--- config.mk ---
export PLATFORM = sky130hd
export DESIGN_NAME = lvm_transition
export DESIGN_NICKNAME = d
export VERILOG_FILES = /design/src/core/lvm_transition.v
export VERILOG_INCLUDE_DIRS = /design/src /design/src/core
export SDC_FILE = /design/constraint.sdc
export NUM_CORES = 2
export LEC_CHECK = 0
export ABC_AREA = 1
export BUFFER_PORTS_ARGS = -buffer_cell sky130_fd_sc_hd__buf_2
export CAP_MARGIN = 20
export CORE_AREA = 2 2 285 287
export CTS_CLUSTER_SIZE = 14
export DETAILED_ROUTE_END_ITERATION = 7
export DIE_AREA = 0 0 287 289
export GPL_TIMING_DRIVEN = 0
export PLACE_DENSITY = 0.69
export SLEW_MARGIN = 0
export SYNTH_ARGS = -nofsm -noshare
export SYNTH_HDL_FRONTEND = slang
export SYNTH_SLANG_ARGS = --single-unit
--- constraint.sdc ---
create_clock -name clk_i -period 3 [get_ports clk_i]
set_input_delay 0.15 -clock clk_i [delete_from_list [all_inputs] [get_ports clk_i]]
set_output_delay 0.15 -clock clk_i [all_outputs]
set_load 0.01 [all_outputs]
--- src/core/lvm_defines.vh ---
// Constants for the legacy virtual mode transition unit
`ifndef LVM_DEFINES_VH
`define LVM_DEFINES_VH
// Flag bit positions in the flags register
`define LVM_LVF_BIT 17
`define LVM_NTF_BIT 14
`define LVM_IEF_BIT 9
`define LVM_SSF_BIT 8
// Gate and task segment descriptor types
`define LVM_TRAP_GATE32 4'hE
`define LVM_INTR_GATE32 4'hF
`define LVM_TSEG32_AVAIL 4'h9
`define LVM_TSEG32_BUSY 4'hB
// Privilege levels
`define LVM_PRIV_KERNEL 2'h0
`define LVM_PRIV_USER 2'h3
// Null selector and word step
`define LVM_NULL_SEL 16'h0000
`define LVM_WORD 32'h00000004
// Entry frame: nine words below the level-0 stack top
`define LVM_ENTRY_FRAME 32'h00000024
`define LVM_PUSH_LAST 4'h8
// Return frame offsets from stack pointer at return start
`define LVM_OFF_FLG 32'h00000008
`define LVM_OFF_IP 32'h00000000
`define LVM_OFF_CSEG 32'h00000004
`define LVM_OFF_SKIP 32'h0000000C
`define LVM_OFF_SP 32'h0000000C
`define LVM_OFF_SSEG 32'h00000010
`define LVM_OFF_XSEG 32'h00000014
`define LVM_OFF_DSEG 32'h00000018
`define LVM_OFF_FSEG 32'h0000001C
`define LVM_OFF_GSEG 32'h00000020
// Return read step numbers
`define LVM_RS_FLG 4'h0
`define LVM_RS_IP 4'h1
`define LVM_RS_CSEG 4'h2
`define LVM_RS_XSEG 4'h3
`define LVM_RS_GSEG 4'h6
`define LVM_RS_SP 4'h7
`define LVM_RS_SSEG 4'h8
// Reset values
`define LVM_FLAGS_RST 32'h00000002
`define LVM_ZERO32 32'h00000000
`endif

--- src/core/lvm_transition.v ---
// Legacy virtual mode entry, exit, frame build and return unit
`timescale 1ns/1ps
`include "lvm_defines.vh"
`default_nettype none
module lvm_transition (
	// Clock and reset
	input wire clk_i,
	input wire rstn_i,
	// Mode
	input wire prot_en_i,
	// Interrupt gate request
	input wire intr_req_i,
	input wire [3:0] gate_type_i,
	input wire [15:0] gate_sel_i,
	input wire [31:0] gate_off_i,
	input wire gate_conf_i,
	input wire [1:0] gate_tgt_priv_i,
	input wire [15:0] stk0_sel_i,
	input wire [31:0] stk0_ptr_i,
	// Interrupt return request
	input wire intret_req_i,
	input wire intret_op32_i,
	input wire [3:0] seg_valid_i,
	// Flag push and pop
	input wire pop_flags_req_i,
	input wire [31:0] pop_flags_data_i,
	input wire push_flags_req_i,
	// Task switch
	input wire task_req_i,
	input wire [3:0] task_type_i,
	input wire [31:0] task_flags_i,
	input wire [15:0] task_code_seg_i,
	input wire [15:0] task_stk_seg_i,
	input wire [15:0] task_data_seg_i,
	input wire [15:0] task_extra_seg_i,
	input wire [15:0] task_aux_f_seg_i,
	input wire [15:0] task_aux_g_seg_i,
	input wire [31:0] task_instr_ptr_i,
	input wire [31:0] task_stk_ptr_i,
	// Stack memory
	input wire mem_ack_i,
	input wire mem_fault_i,
	input wire [31:0] mem_rdata_i,
	// Status
	output wire busy_o,
	output wire legacy_virtual_mode_flag_o,
	output wire [31:0] flags_o,
	output wire [1:0] cur_priv_o,
	// Architectural segment and pointer state
	output wire [15:0] code_seg_o,
	output wire [15:0] stk_seg_o,
	output wire [15:0] data_seg_o,
	output wire [15:0] extra_seg_o,
	output wire [15:0] aux_f_seg_o,
	output wire [15:0] aux_g_seg_o,
	output wire [31:0] instr_ptr_o,
	output wire [31:0] stk_ptr_o,
	// Push image and task save
	output wire [31:0] push_flags_data_o,
	output wire task_save_v_o,
	output wire [31:0] task_save_flags_o,
	// Nested return and fault
	output wire nest_ret_o,
	output wire fault_o,
	output wire [15:0] fault_code_o,
	// Stack memory
	output wire mem_req_o,
	output wire mem_we_o,
	output wire [31:0] mem_addr_o,
	output wire [31:0] mem_wdata_o
);
	// One-hot states
	localparam [5:0] S_IDLE = 6'h01;
	localparam [5:0] S_TFLG = 6'h02;
	localparam [5:0] S_TSEG = 6'h04;
	localparam [5:0] S_PUSH = 6'h08;
	localparam [5:0] S_POP = 6'h10;
	localparam [5:0] S_CMT = 6'h20;

	// Return frame offset of a read step
	function [31:0] ret_off;
		input [3:0] s;
		begin
			case (s)
				4'h0: ret_off = `LVM_OFF_FLG;
				4'h1: ret_off = `LVM_OFF_IP;
				4'h2: ret_off = `LVM_OFF_CSEG;
				4'h3: ret_off = `LVM_OFF_XSEG;
				4'h4: ret_off = `LVM_OFF_DSEG;
				4'h5: ret_off = `LVM_OFF_FSEG;
				4'h6: ret_off = `LVM_OFF_GSEG;
				4'h7: ret_off = `LVM_OFF_SP;
				default: ret_off = `LVM_OFF_SSEG;
			endcase
		end
	endfunction

	// Control state
	reg [5:0] state_r;
	reg [3:0] step_r;
	reg op32_r;
	// Architectural state
	reg [31:0] flags_r;
	reg [1:0] cur_priv_r;
	reg [15:0] code_seg_r;
	reg [15:0] stk_seg_r;
	reg [15:0] data_seg_r;
	reg [15:0] extra_seg_r;
	reg [15:0] aux_f_seg_r;
	reg [15:0] aux_g_seg_r;
	reg [31:0] instr_ptr_r;
	reg [31:0] stk_ptr_r;
	// Shadow state, committed only at sequence end
	reg [31:0] base_r;
	reg [31:0] n_flags_r;
	reg [15:0] n_code_r;
	reg [15:0] n_stk_r;
	reg [15:0] n_data_r;
	reg [15:0] n_extra_r;
	reg [15:0] n_aux_f_r;
	reg [15:0] n_aux_g_r;
	reg [31:0] n_ip_r;
	reg [31:0] n_sp_r;
	// Output registers
	reg [31:0] push_img_r;
	reg task_save_v_r;
	reg [31:0] task_save_flags_r;
	reg nest_ret_r;
	reg fault_r;
	reg [15:0] fault_code_r;
	reg mem_req_r;
	reg mem_we_r;
	reg [31:0] mem_addr_r;
	reg [31:0] mem_wdata_r;

	// Decodes
	wire in_lvm = flags_r[`LVM_LVF_BIT];
	wire done = mem_req_r & mem_ack_i;
	wire gate_ok = ((gate_type_i == `LVM_TRAP_GATE32) |
		(gate_type_i == `LVM_INTR_GATE32)) & ~gate_conf_i &
		(gate_tgt_priv_i == `LVM_PRIV_KERNEL);
	wire may_set = prot_en_i & ~in_lvm & op32_r &
		(cur_priv_r == `LVM_PRIV_KERNEL);
	wire outer = mem_rdata_i[1:0] > cur_priv_r;
	wire [3:0] step_inc = step_r + 4'h1;

	// Next push word; old state still in architectural regs
	reg [3:0] pidx;
	reg [31:0] pword;
	always @* begin
		pidx = state_r[0] ? 4'h0 : step_inc;
		case (pidx)
			4'h0: pword = {16'h0000, aux_g_seg_r};
			4'h1: pword = {16'h0000, aux_f_seg_r};
			4'h2: pword = {16'h0000, data_seg_r};
			4'h3: pword = {16'h0000, extra_seg_r};
			4'h4: pword = {16'h0000, stk_seg_r};
			4'h5: pword = stk_ptr_r;
			4'h6: pword = flags_r;
			4'h7: pword = {16'h0000, code_seg_r};
			default: pword = instr_ptr_r;
		endcase
	end

	// Sequencer and architectural state
	always @(posedge clk_i or negedge rstn_i) begin
		if (!rstn_i) begin
			state_r <= S_IDLE;
			step_r <= 4'h0;
			op32_r <= 1'b0;
			flags_r <= `LVM_FLAGS_RST;
			cur_priv_r <= `LVM_PRIV_KERNEL;
			code_seg_r <= `LVM_NULL_SEL;
			stk_seg_r <= `LVM_NULL_SEL;
			data_seg_r <= `LVM_NULL_SEL;
			extra_seg_r <= `LVM_NULL_SEL;
			aux_f_seg_r <= `LVM_NULL_SEL;
			aux_g_seg_r <= `LVM_NULL_SEL;
			instr_ptr_r <= `LVM_ZERO32;
			stk_ptr_r <= `LVM_ZERO32;
			base_r <= `LVM_ZERO32;
			n_flags_r <= `LVM_FLAGS_RST;
			n_code_r <= `LVM_NULL_SEL;
			n_stk_r <= `LVM_NULL_SEL;
			n_data_r <= `LVM_NULL_SEL;
			n_extra_r <= `LVM_NULL_SEL;
			n_aux_f_r <= `LVM_NULL_SEL;
			n_aux_g_r <= `LVM_NULL_SEL;
			n_ip_r <= `LVM_ZERO32;
			n_sp_r <= `LVM_ZERO32;
			push_img_r <= `LVM_ZERO32;
			task_save_v_r <= 1'b0;
			task_save_flags_r <= `LVM_ZERO32;
			nest_ret_r <= 1'b0;
			fault_r <= 1'b0;
			fault_code_r <= `LVM_NULL_SEL;
			mem_req_r <= 1'b0;
			mem_we_r <= 1'b0;
			mem_addr_r <= `LVM_ZERO32;
			mem_wdata_r <= `LVM_ZERO32;
		end else begin
			// Pulses default low
			task_save_v_r <= 1'b0;
			nest_ret_r <= 1'b0;
			fault_r <= 1'b0;
			case (state_r)
				S_IDLE: begin
					if (intr_req_i && in_lvm) begin
						// Exit path only from legacy mode
						if (!gate_ok) begin
							fault_r <= 1'b1;
							fault_code_r <= gate_sel_i;
						end else begin
							// Flags copy stays in flags_r until commit
							n_flags_r <= flags_r & ~((32'h1 << `LVM_LVF_BIT) |
								(32'h1 << `LVM_SSF_BIT) |
								((gate_type_i == `LVM_INTR_GATE32) ?
								(32'h1 << `LVM_IEF_BIT) : 32'h0));
							n_code_r <= gate_sel_i;
							n_ip_r <= gate_off_i;
							n_stk_r <= stk0_sel_i;
							base_r <= stk0_ptr_i;
							step_r <= 4'h0;
							mem_req_r <= 1'b1;
							mem_we_r <= 1'b1;
							mem_addr_r <= stk0_ptr_i - `LVM_WORD;
							mem_wdata_r <= pword;
							state_r <= S_PUSH;
						end
					end else if (intret_req_i) begin
						if (prot_en_i && flags_r[`LVM_NTF_BIT] && !in_lvm) begin
							// Inter-task return via link field
							nest_ret_r <= 1'b1;
						end else begin
							op32_r <= intret_op32_i;
							base_r <= stk_ptr_r;
							n_sp_r <= stk_ptr_r + `LVM_OFF_SKIP;
							n_stk_r <= stk_seg_r;
							n_data_r <= data_seg_r;
							n_extra_r <= extra_seg_r;
							n_aux_f_r <= aux_f_seg_r;
							n_aux_g_r <= aux_g_seg_r;
							step_r <= `LVM_RS_FLG;
							mem_req_r <= 1'b1;
							mem_we_r <= 1'b0;
							mem_addr_r <= stk_ptr_r + `LVM_OFF_FLG;
							state_r <= S_POP;
						end
					end else if (pop_flags_req_i) begin
						// Mode bit kept in every mode
						flags_r <= {pop_flags_data_i[31:18], in_lvm,
							pop_flags_data_i[16:0]};
					end else if (push_flags_req_i) begin
						push_img_r <= flags_r &
							~(32'h1 << `LVM_LVF_BIT);
					end else if (task_req_i && prot_en_i) begin
						// Outgoing image keeps mode bit, segs hold bases
						task_save_v_r <= 1'b1;
						task_save_flags_r <= flags_r;
						state_r <= S_TFLG;
					end
				end
				S_TFLG: begin
					// Flags first so segments load in the right style
					if ((task_type_i == `LVM_TSEG32_AVAIL) ||
						(task_type_i == `LVM_TSEG32_BUSY)) begin
						flags_r <= task_flags_i;
					end else begin
						flags_r <= {16'h0000, task_flags_i[15:0]};
					end
					state_r <= S_TSEG;
				end
				S_TSEG: begin
					// Segment images after flags
					code_seg_r <= task_code_seg_i;
					stk_seg_r <= task_stk_seg_i;
					data_seg_r <= task_data_seg_i;
					extra_seg_r <= task_extra_seg_i;
					aux_f_seg_r <= task_aux_f_seg_i;
					aux_g_seg_r <= task_aux_g_seg_i;
					instr_ptr_r <= task_instr_ptr_i;
					stk_ptr_r <= task_stk_ptr_i;
					cur_priv_r <= in_lvm ? `LVM_PRIV_USER :
						task_code_seg_i[1:0];
					state_r <= S_IDLE;
				end
				S_PUSH: begin
					if (done && mem_fault_i) begin
						// Abort, nothing committed
						mem_req_r <= 1'b0;
						fault_r <= 1'b1;
						fault_code_r <= `LVM_NULL_SEL;
						state_r <= S_IDLE;
					end else if (done && step_r == `LVM_PUSH_LAST) begin
						// Commit handler context
						mem_req_r <= 1'b0;
						flags_r <= n_flags_r;
						code_seg_r <= n_code_r;
						instr_ptr_r <= n_ip_r;
						stk_seg_r <= n_stk_r;
						stk_ptr_r <= base_r - `LVM_ENTRY_FRAME;
						data_seg_r <= `LVM_NULL_SEL;
						extra_seg_r <= `LVM_NULL_SEL;
						aux_f_seg_r <= `LVM_NULL_SEL;
						aux_g_seg_r <= `LVM_NULL_SEL;
						cur_priv_r <= `LVM_PRIV_KERNEL;
						state_r <= S_IDLE;
					end else if (done) begin
						// Next word downward
						step_r <= step_inc;
						mem_addr_r <= mem_addr_r - `LVM_WORD;
						mem_wdata_r <= pword;
					end
				end
				S_POP: begin
					if (done && mem_fault_i) begin
						mem_req_r <= 1'b0;
						fault_r <= 1'b1;
						fault_code_r <= `LVM_NULL_SEL;
						state_r <= S_IDLE;
					end else if (done) begin
						case (step_r)
							4'h0: begin
								n_flags_r <= may_set ? mem_rdata_i :
									{mem_rdata_i[31:18], in_lvm,
									mem_rdata_i[16:0]};
								step_r <= `LVM_RS_IP;
							end
							4'h1: begin
								n_ip_r <= mem_rdata_i;
								step_r <= `LVM_RS_CSEG;
							end
							4'h2: begin
								n_code_r <= mem_rdata_i[15:0];
								if (n_flags_r[`LVM_LVF_BIT]) begin
									step_r <= `LVM_RS_XSEG;
								end else if (outer) begin
									step_r <= `LVM_RS_SP;
								end else begin
									mem_req_r <= 1'b0;
									state_r <= S_CMT;
								end
							end
							4'h3: begin
								n_extra_r <= mem_rdata_i[15:0];
								step_r <= step_inc;
							end
							4'h4: begin
								n_data_r <= mem_rdata_i[15:0];
								step_r <= step_inc;
							end
							4'h5: begin
								n_aux_f_r <= mem_rdata_i[15:0];
								step_r <= step_inc;
							end
							4'h6: begin
								n_aux_g_r <= mem_rdata_i[15:0];
								step_r <= `LVM_RS_SP;
							end
							4'h7: begin
								n_sp_r <= mem_rdata_i;
								step_r <= `LVM_RS_SSEG;
							end
							default: begin
								n_stk_r <= mem_rdata_i[15:0];
								mem_req_r <= 1'b0;
								state_r <= S_CMT;
							end
						endcase
					end
				end
				S_CMT: begin
					// Restore interrupted routine
					flags_r <= n_flags_r;
					code_seg_r <= n_code_r;
					instr_ptr_r <= n_ip_r;
					stk_seg_r <= n_stk_r;
					stk_ptr_r <= n_sp_r;
					if (n_flags_r[`LVM_LVF_BIT]) begin
						// Legacy-style segment loads
						extra_seg_r <= n_extra_r;
						data_seg_r <= n_data_r;
						aux_f_seg_r <= n_aux_f_r;
						aux_g_seg_r <= n_aux_g_r;
						cur_priv_r <= `LVM_PRIV_USER;
					end else begin
						// Null selectors invalid for resumed level
						extra_seg_r <= seg_valid_i[0] ? extra_seg_r :
							`LVM_NULL_SEL;
						data_seg_r <= seg_valid_i[1] ? data_seg_r :
							`LVM_NULL_SEL;
						aux_f_seg_r <= seg_valid_i[2] ? aux_f_seg_r :
							`LVM_NULL_SEL;
						aux_g_seg_r <= seg_valid_i[3] ? aux_g_seg_r :
							`LVM_NULL_SEL;
						cur_priv_r <= prot_en_i ? n_code_r[1:0] :
							`LVM_PRIV_KERNEL;
					end
					state_r <= S_IDLE;
				end
				default: begin
					mem_req_r <= 1'b0;
					state_r <= S_IDLE;
				end
			endcase
			// Next read address from frame base
			if (state_r == S_POP && done && !mem_fault_i) begin
				mem_addr_r <= base_r + ret_off(
					(step_r == 4'h2 && !n_flags_r[`LVM_LVF_BIT]) ?
					`LVM_RS_SP : (step_r == `LVM_RS_GSEG) ?
					`LVM_RS_SP : step_inc);
			end
		end
	end

	// Outputs straight from flops, except busy_o, which is the inverted idle state bit
	assign busy_o = ~state_r[0];
	assign legacy_virtual_mode_flag_o = flags_r[`LVM_LVF_BIT];
	assign flags_o = flags_r;
	assign cur_priv_o = cur_priv_r;
	assign code_seg_o = code_seg_r;
	assign stk_seg_o = stk_seg_r;
	assign data_seg_o = data_seg_r;
	assign extra_seg_o = extra_seg_r;
	assign aux_f_seg_o = aux_f_seg_r;
	assign aux_g_seg_o = aux_g_seg_r;
	assign instr_ptr_o = instr_ptr_r;
	assign stk_ptr_o = stk_ptr_r;
	assign push_flags_data_o = push_img_r;
	assign task_save_v_o = task_save_v_r;
	assign task_save_flags_o = task_save_flags_r;
	assign nest_ret_o = nest_ret_r;
	assign fault_o = fault_r;
	assign fault_code_o = fault_code_r;
	assign mem_req_o = mem_req_r;
	assign mem_we_o = mem_we_r;
	assign mem_addr_o = mem_addr_r;
	assign mem_wdata_o = mem_wdata_r;
endmodule // lvm_transition
`default_nettype wire

==> impl_results.md <==
* CP max FO at 5
* Fin worst setup slack at -0.385 ns
* CP bufs+invs at 3
* Root buffer cell: clkbuf_16
* Final nets at 6107
* Initial Utilization at 41.4%
* CTS Buffer Depth at 3
* Critical path's top delay family: simple AND/OR/NAND/NOR gates
* Die height at 289 µm
* TritonCTS clock tree: done
* Setup CP Type: register to register
* PD cells at 1080 nW/µm²
* Post-Layout Cell Count at 6841
* Via-to-Cell Ratio at 5.94
* CP max stage cell: dfrtp_2
* MaxCap Viol Count at 0
* CP cell instances: buf_4 -> buf_4 -> nand3_1 -> xor2_2 -> nor2_4 -> a21oi_2 -> ha_2 -> fa_2 -> nand2_2 -> o21ai_4 -> nand2_4 -> buf_6 -> nor2_4 -> nand2_2 -> o211ai_1 -> nand3_1
* Synth Instances at 4573
* Core ar. at 79900 µm²
* Actual slew at the worst max-slew pin at 1.23 ns
* Leading cell type in the layout, fill and taps excluded: nand2_1
* Die width at 287 µm
* Final Max Tran Viols at 0
* Final Setup Violations at 34
* Asr flop ratio synth at 100%
* CTS clk-pin slew, worst paths at 0.06 ns
* Synth-to-layout area growth at 34.5%
* Worst vdd ir at 0.000591 V
* Routed Antenna Nets at 0
* Hpwl dp at 148000 µm
* First-pass GRT wire length at 267000 µm
* Vias post-DR at 40665
* Status: finished with violations
* FF+latch area at 14500 µm²
* Aggregate routed wire length at 190000 µm
* Synthesized cell area at 33100 µm²
* Yosys warns at 0
* Worst Skew at 0.0537 ns
* Failing checks: negative setup slack
* Num ports at 723
* First drt pass iteration count at 8
* Grt total ovfl at 0
* Share of layout cells above drive strength 1 at 20.7%
* Total GRT Usage at 44.5%
* Synth unique cells at 56
* Synthesized Nets at 4969
* Vias in the first global route at 38555
* Minimum clock period at 3.39 ns
* Average size of a mapped cell at 7.23 µm²
* Full die area at 82900 µm²
* Routed len/inst at 27.8 µm
* Pleak at 21.9 nW
* Max Freq at 295 MHz
* Design area at 44500 µm²
* CTS H-tree lvls at 3
* FF+latch count, synth at 577
* Latest clock arrival within the worst-skew pair at 0.65 ns
* Critical Path Start Type: register
* Post-synth EDFFs at 0
* Largest net degree at the start of global routing at 117
* Worst Hold Class: input port to register
* Max stage delay on crit path at 0.43 ns
* Commonest cells after routing, fill and taps aside: 1171 x nand2_1, 794 x buf_2, 583 x nor2_1
* Routability cong. at 1.06
* Relative slew slack at 17.8%
* Final Hold Vio Count at 0
* Number of cells after detailed placement at 6357
* Initial antenna violation count at 19
* Arrival time worst endpoint at 3.89 ns
* CTS sink cnt at 577
* DRT iter0 DRCs at 5294
* Port bufs at 719
* Prevailing post-synth register cell: dfrtp_1
* DRC Markers at 0
* Row Count at 104
* Placed Area at 38100 µm²
* Fill cells at 7839
* RSZ-0062 raised after global routing: yes
* Multi-input gate area at 16400 µm²
* Sequential area share after synthesis at 43.7%
* CTS Buf Count at 70
* Final period utilization at 113%
* WP data required at 3.51 ns
* Crit. End Element: register
[sequential cells by signal, indices dropped and copies added (netlist names), 31 cells and up]
register           flops
n_ip_r                32
instr_ptr_o           32
mem_addr_o            32
n_flags_r             32
mem_wdata_o           32
push_flags_data_o     31
stk_ptr_o             32
n_sp_r                32
flags_o               32
base_r                32
task_save_flags_o     32
[kinds of logic after synthesis]
| group | count (synthesis) | synth area share (%) |
|---|---|---|
| DFF | 577 | 43.7 |
| xor gates and xnor gates | 39 | 1.06 |
| AOI/OAI and AO/OA | 988 | 17.6 |
| muxes | 23 | 0.897 |
| and+or+nand+nor | 2237 | 27.7 |
| adders and majority gates | 18 | 0.704 |
| other | 1 | 0.0113 |
| buffers and inverters | 690 | 8.37 |
[timing repair]
action,CTS,global route
resized for setup,104,100
hold buffers,306,0
pin swaps,20,41
setup buffers,27,13
endpoints found under the hold margin,384,0
endpoints found under the setup margin,152,152
[metrics by stage]
step           setup slack, ns  hold slack, ns  util (%)  setup TNS [ns]  power, mW
6_report                -0.385          0.0142      55.7           -4.16       47.8
5_1_grt                 -0.466          0.0189      55.7           -7.71       49.9
4_1_cts                 -0.216         0.00160      55.2           -2.14       46.5
3_5_place_dp             -1.23           0.201      47.7          -41.97       37.2
3_3_place_gp            -10.88           0.387      47.6        -6226.62       36.8
2_1_floorplan           0.0356          -0.146         -               0       26.4
[report_power, final]
| part | total, mW | switching, mW | leakage (nW) | internal (mW) |
|---|---|---|---|---|
| Clock | 8.83 | 3.77 | 1.16 | 5.06 |
| Sequential | 15.2 | 3.91 | 6.73 | 11.3 |
| Combinational | 23.8 | 16.4 | 14.0 | 7.46 |
| Total | 47.8 | 24.1 | 21.9 | 23.8 |
[tightest hold or removal path, stage by stage]
cell and delay (ns):
buf_2 0.13, a32o_1 0.16, nor2_1 0.04, a21oi_1 0.12
[path summary, 6_finish.rpt]
kind	startpoint	endpoint	slack, ns	depth (start not counted)
worst max-delay path	step_r[0]	mem_addr_o[10]	-0.39	16
worst min-delay path	task_data_seg_i[15]	data_seg_o[15]	0.01	4
worst max register to register	step_r[0]	mem_addr_o[10]	-0.39	16
worst min register to register	mem_wdata_o[7]	mem_wdata_o[7]	0.47	2
max in group asynchronous	rstn_i	n_extra_r[7]	1.29	4
min in group asynchronous	rstn_i	task_save_flags_o[30]	0.12	2
[metal layers]
metal,GRT usage [%],up-vias,share of wire [%]
met5,0,-,0.032
met4,28.5,8,8.0
met3,11.5,647,12
met2,67.5,2924,43
met1,56.6,19639,37
li1,-,17447,-
[synth_stat cells (16+ instances only)]
cell type	n	area share [%]
nand2_1	1203	14
nor2_1	600	6.8
dfrtp_1	574	43
inv_1	418	4.7
o21ai_0	389	5.9
nand3_1	318	4.8
a21oi_1	218	3.3
a31oi_1	147	2.8
clkbuf_1	145	1.6
buf_2	79	1.2
a32o_1	49	1.5
nand4_1	37	0.70
o211ai_1	34	0.77
xor2_1	32	0.85
a22oi_1	30	0.68
o21ai_1	30	0.45
nor3_1	28	0.42
o31ai_1	19	0.43
ha_1	17	0.64
o22ai_1	17	0.32
a211oi_1	16	0.36
buf_1	16	0.18
[cell type report]
class / count / area share, %
diodes: 15 / 0.0844
plain buffers: 253 / 2.65
clock buffers: 103 / 4.71
clock inverters: 24 / 0.557
inverters: 433 / 3.67
multi-input cells: 3306 / 36.9
flip-flops and latches: 577 / 32.5
well taps: 1060 / 2.98
repair buffers: 1070 / 16.0
Note: power is estimated with default switching activity, not from simulation.
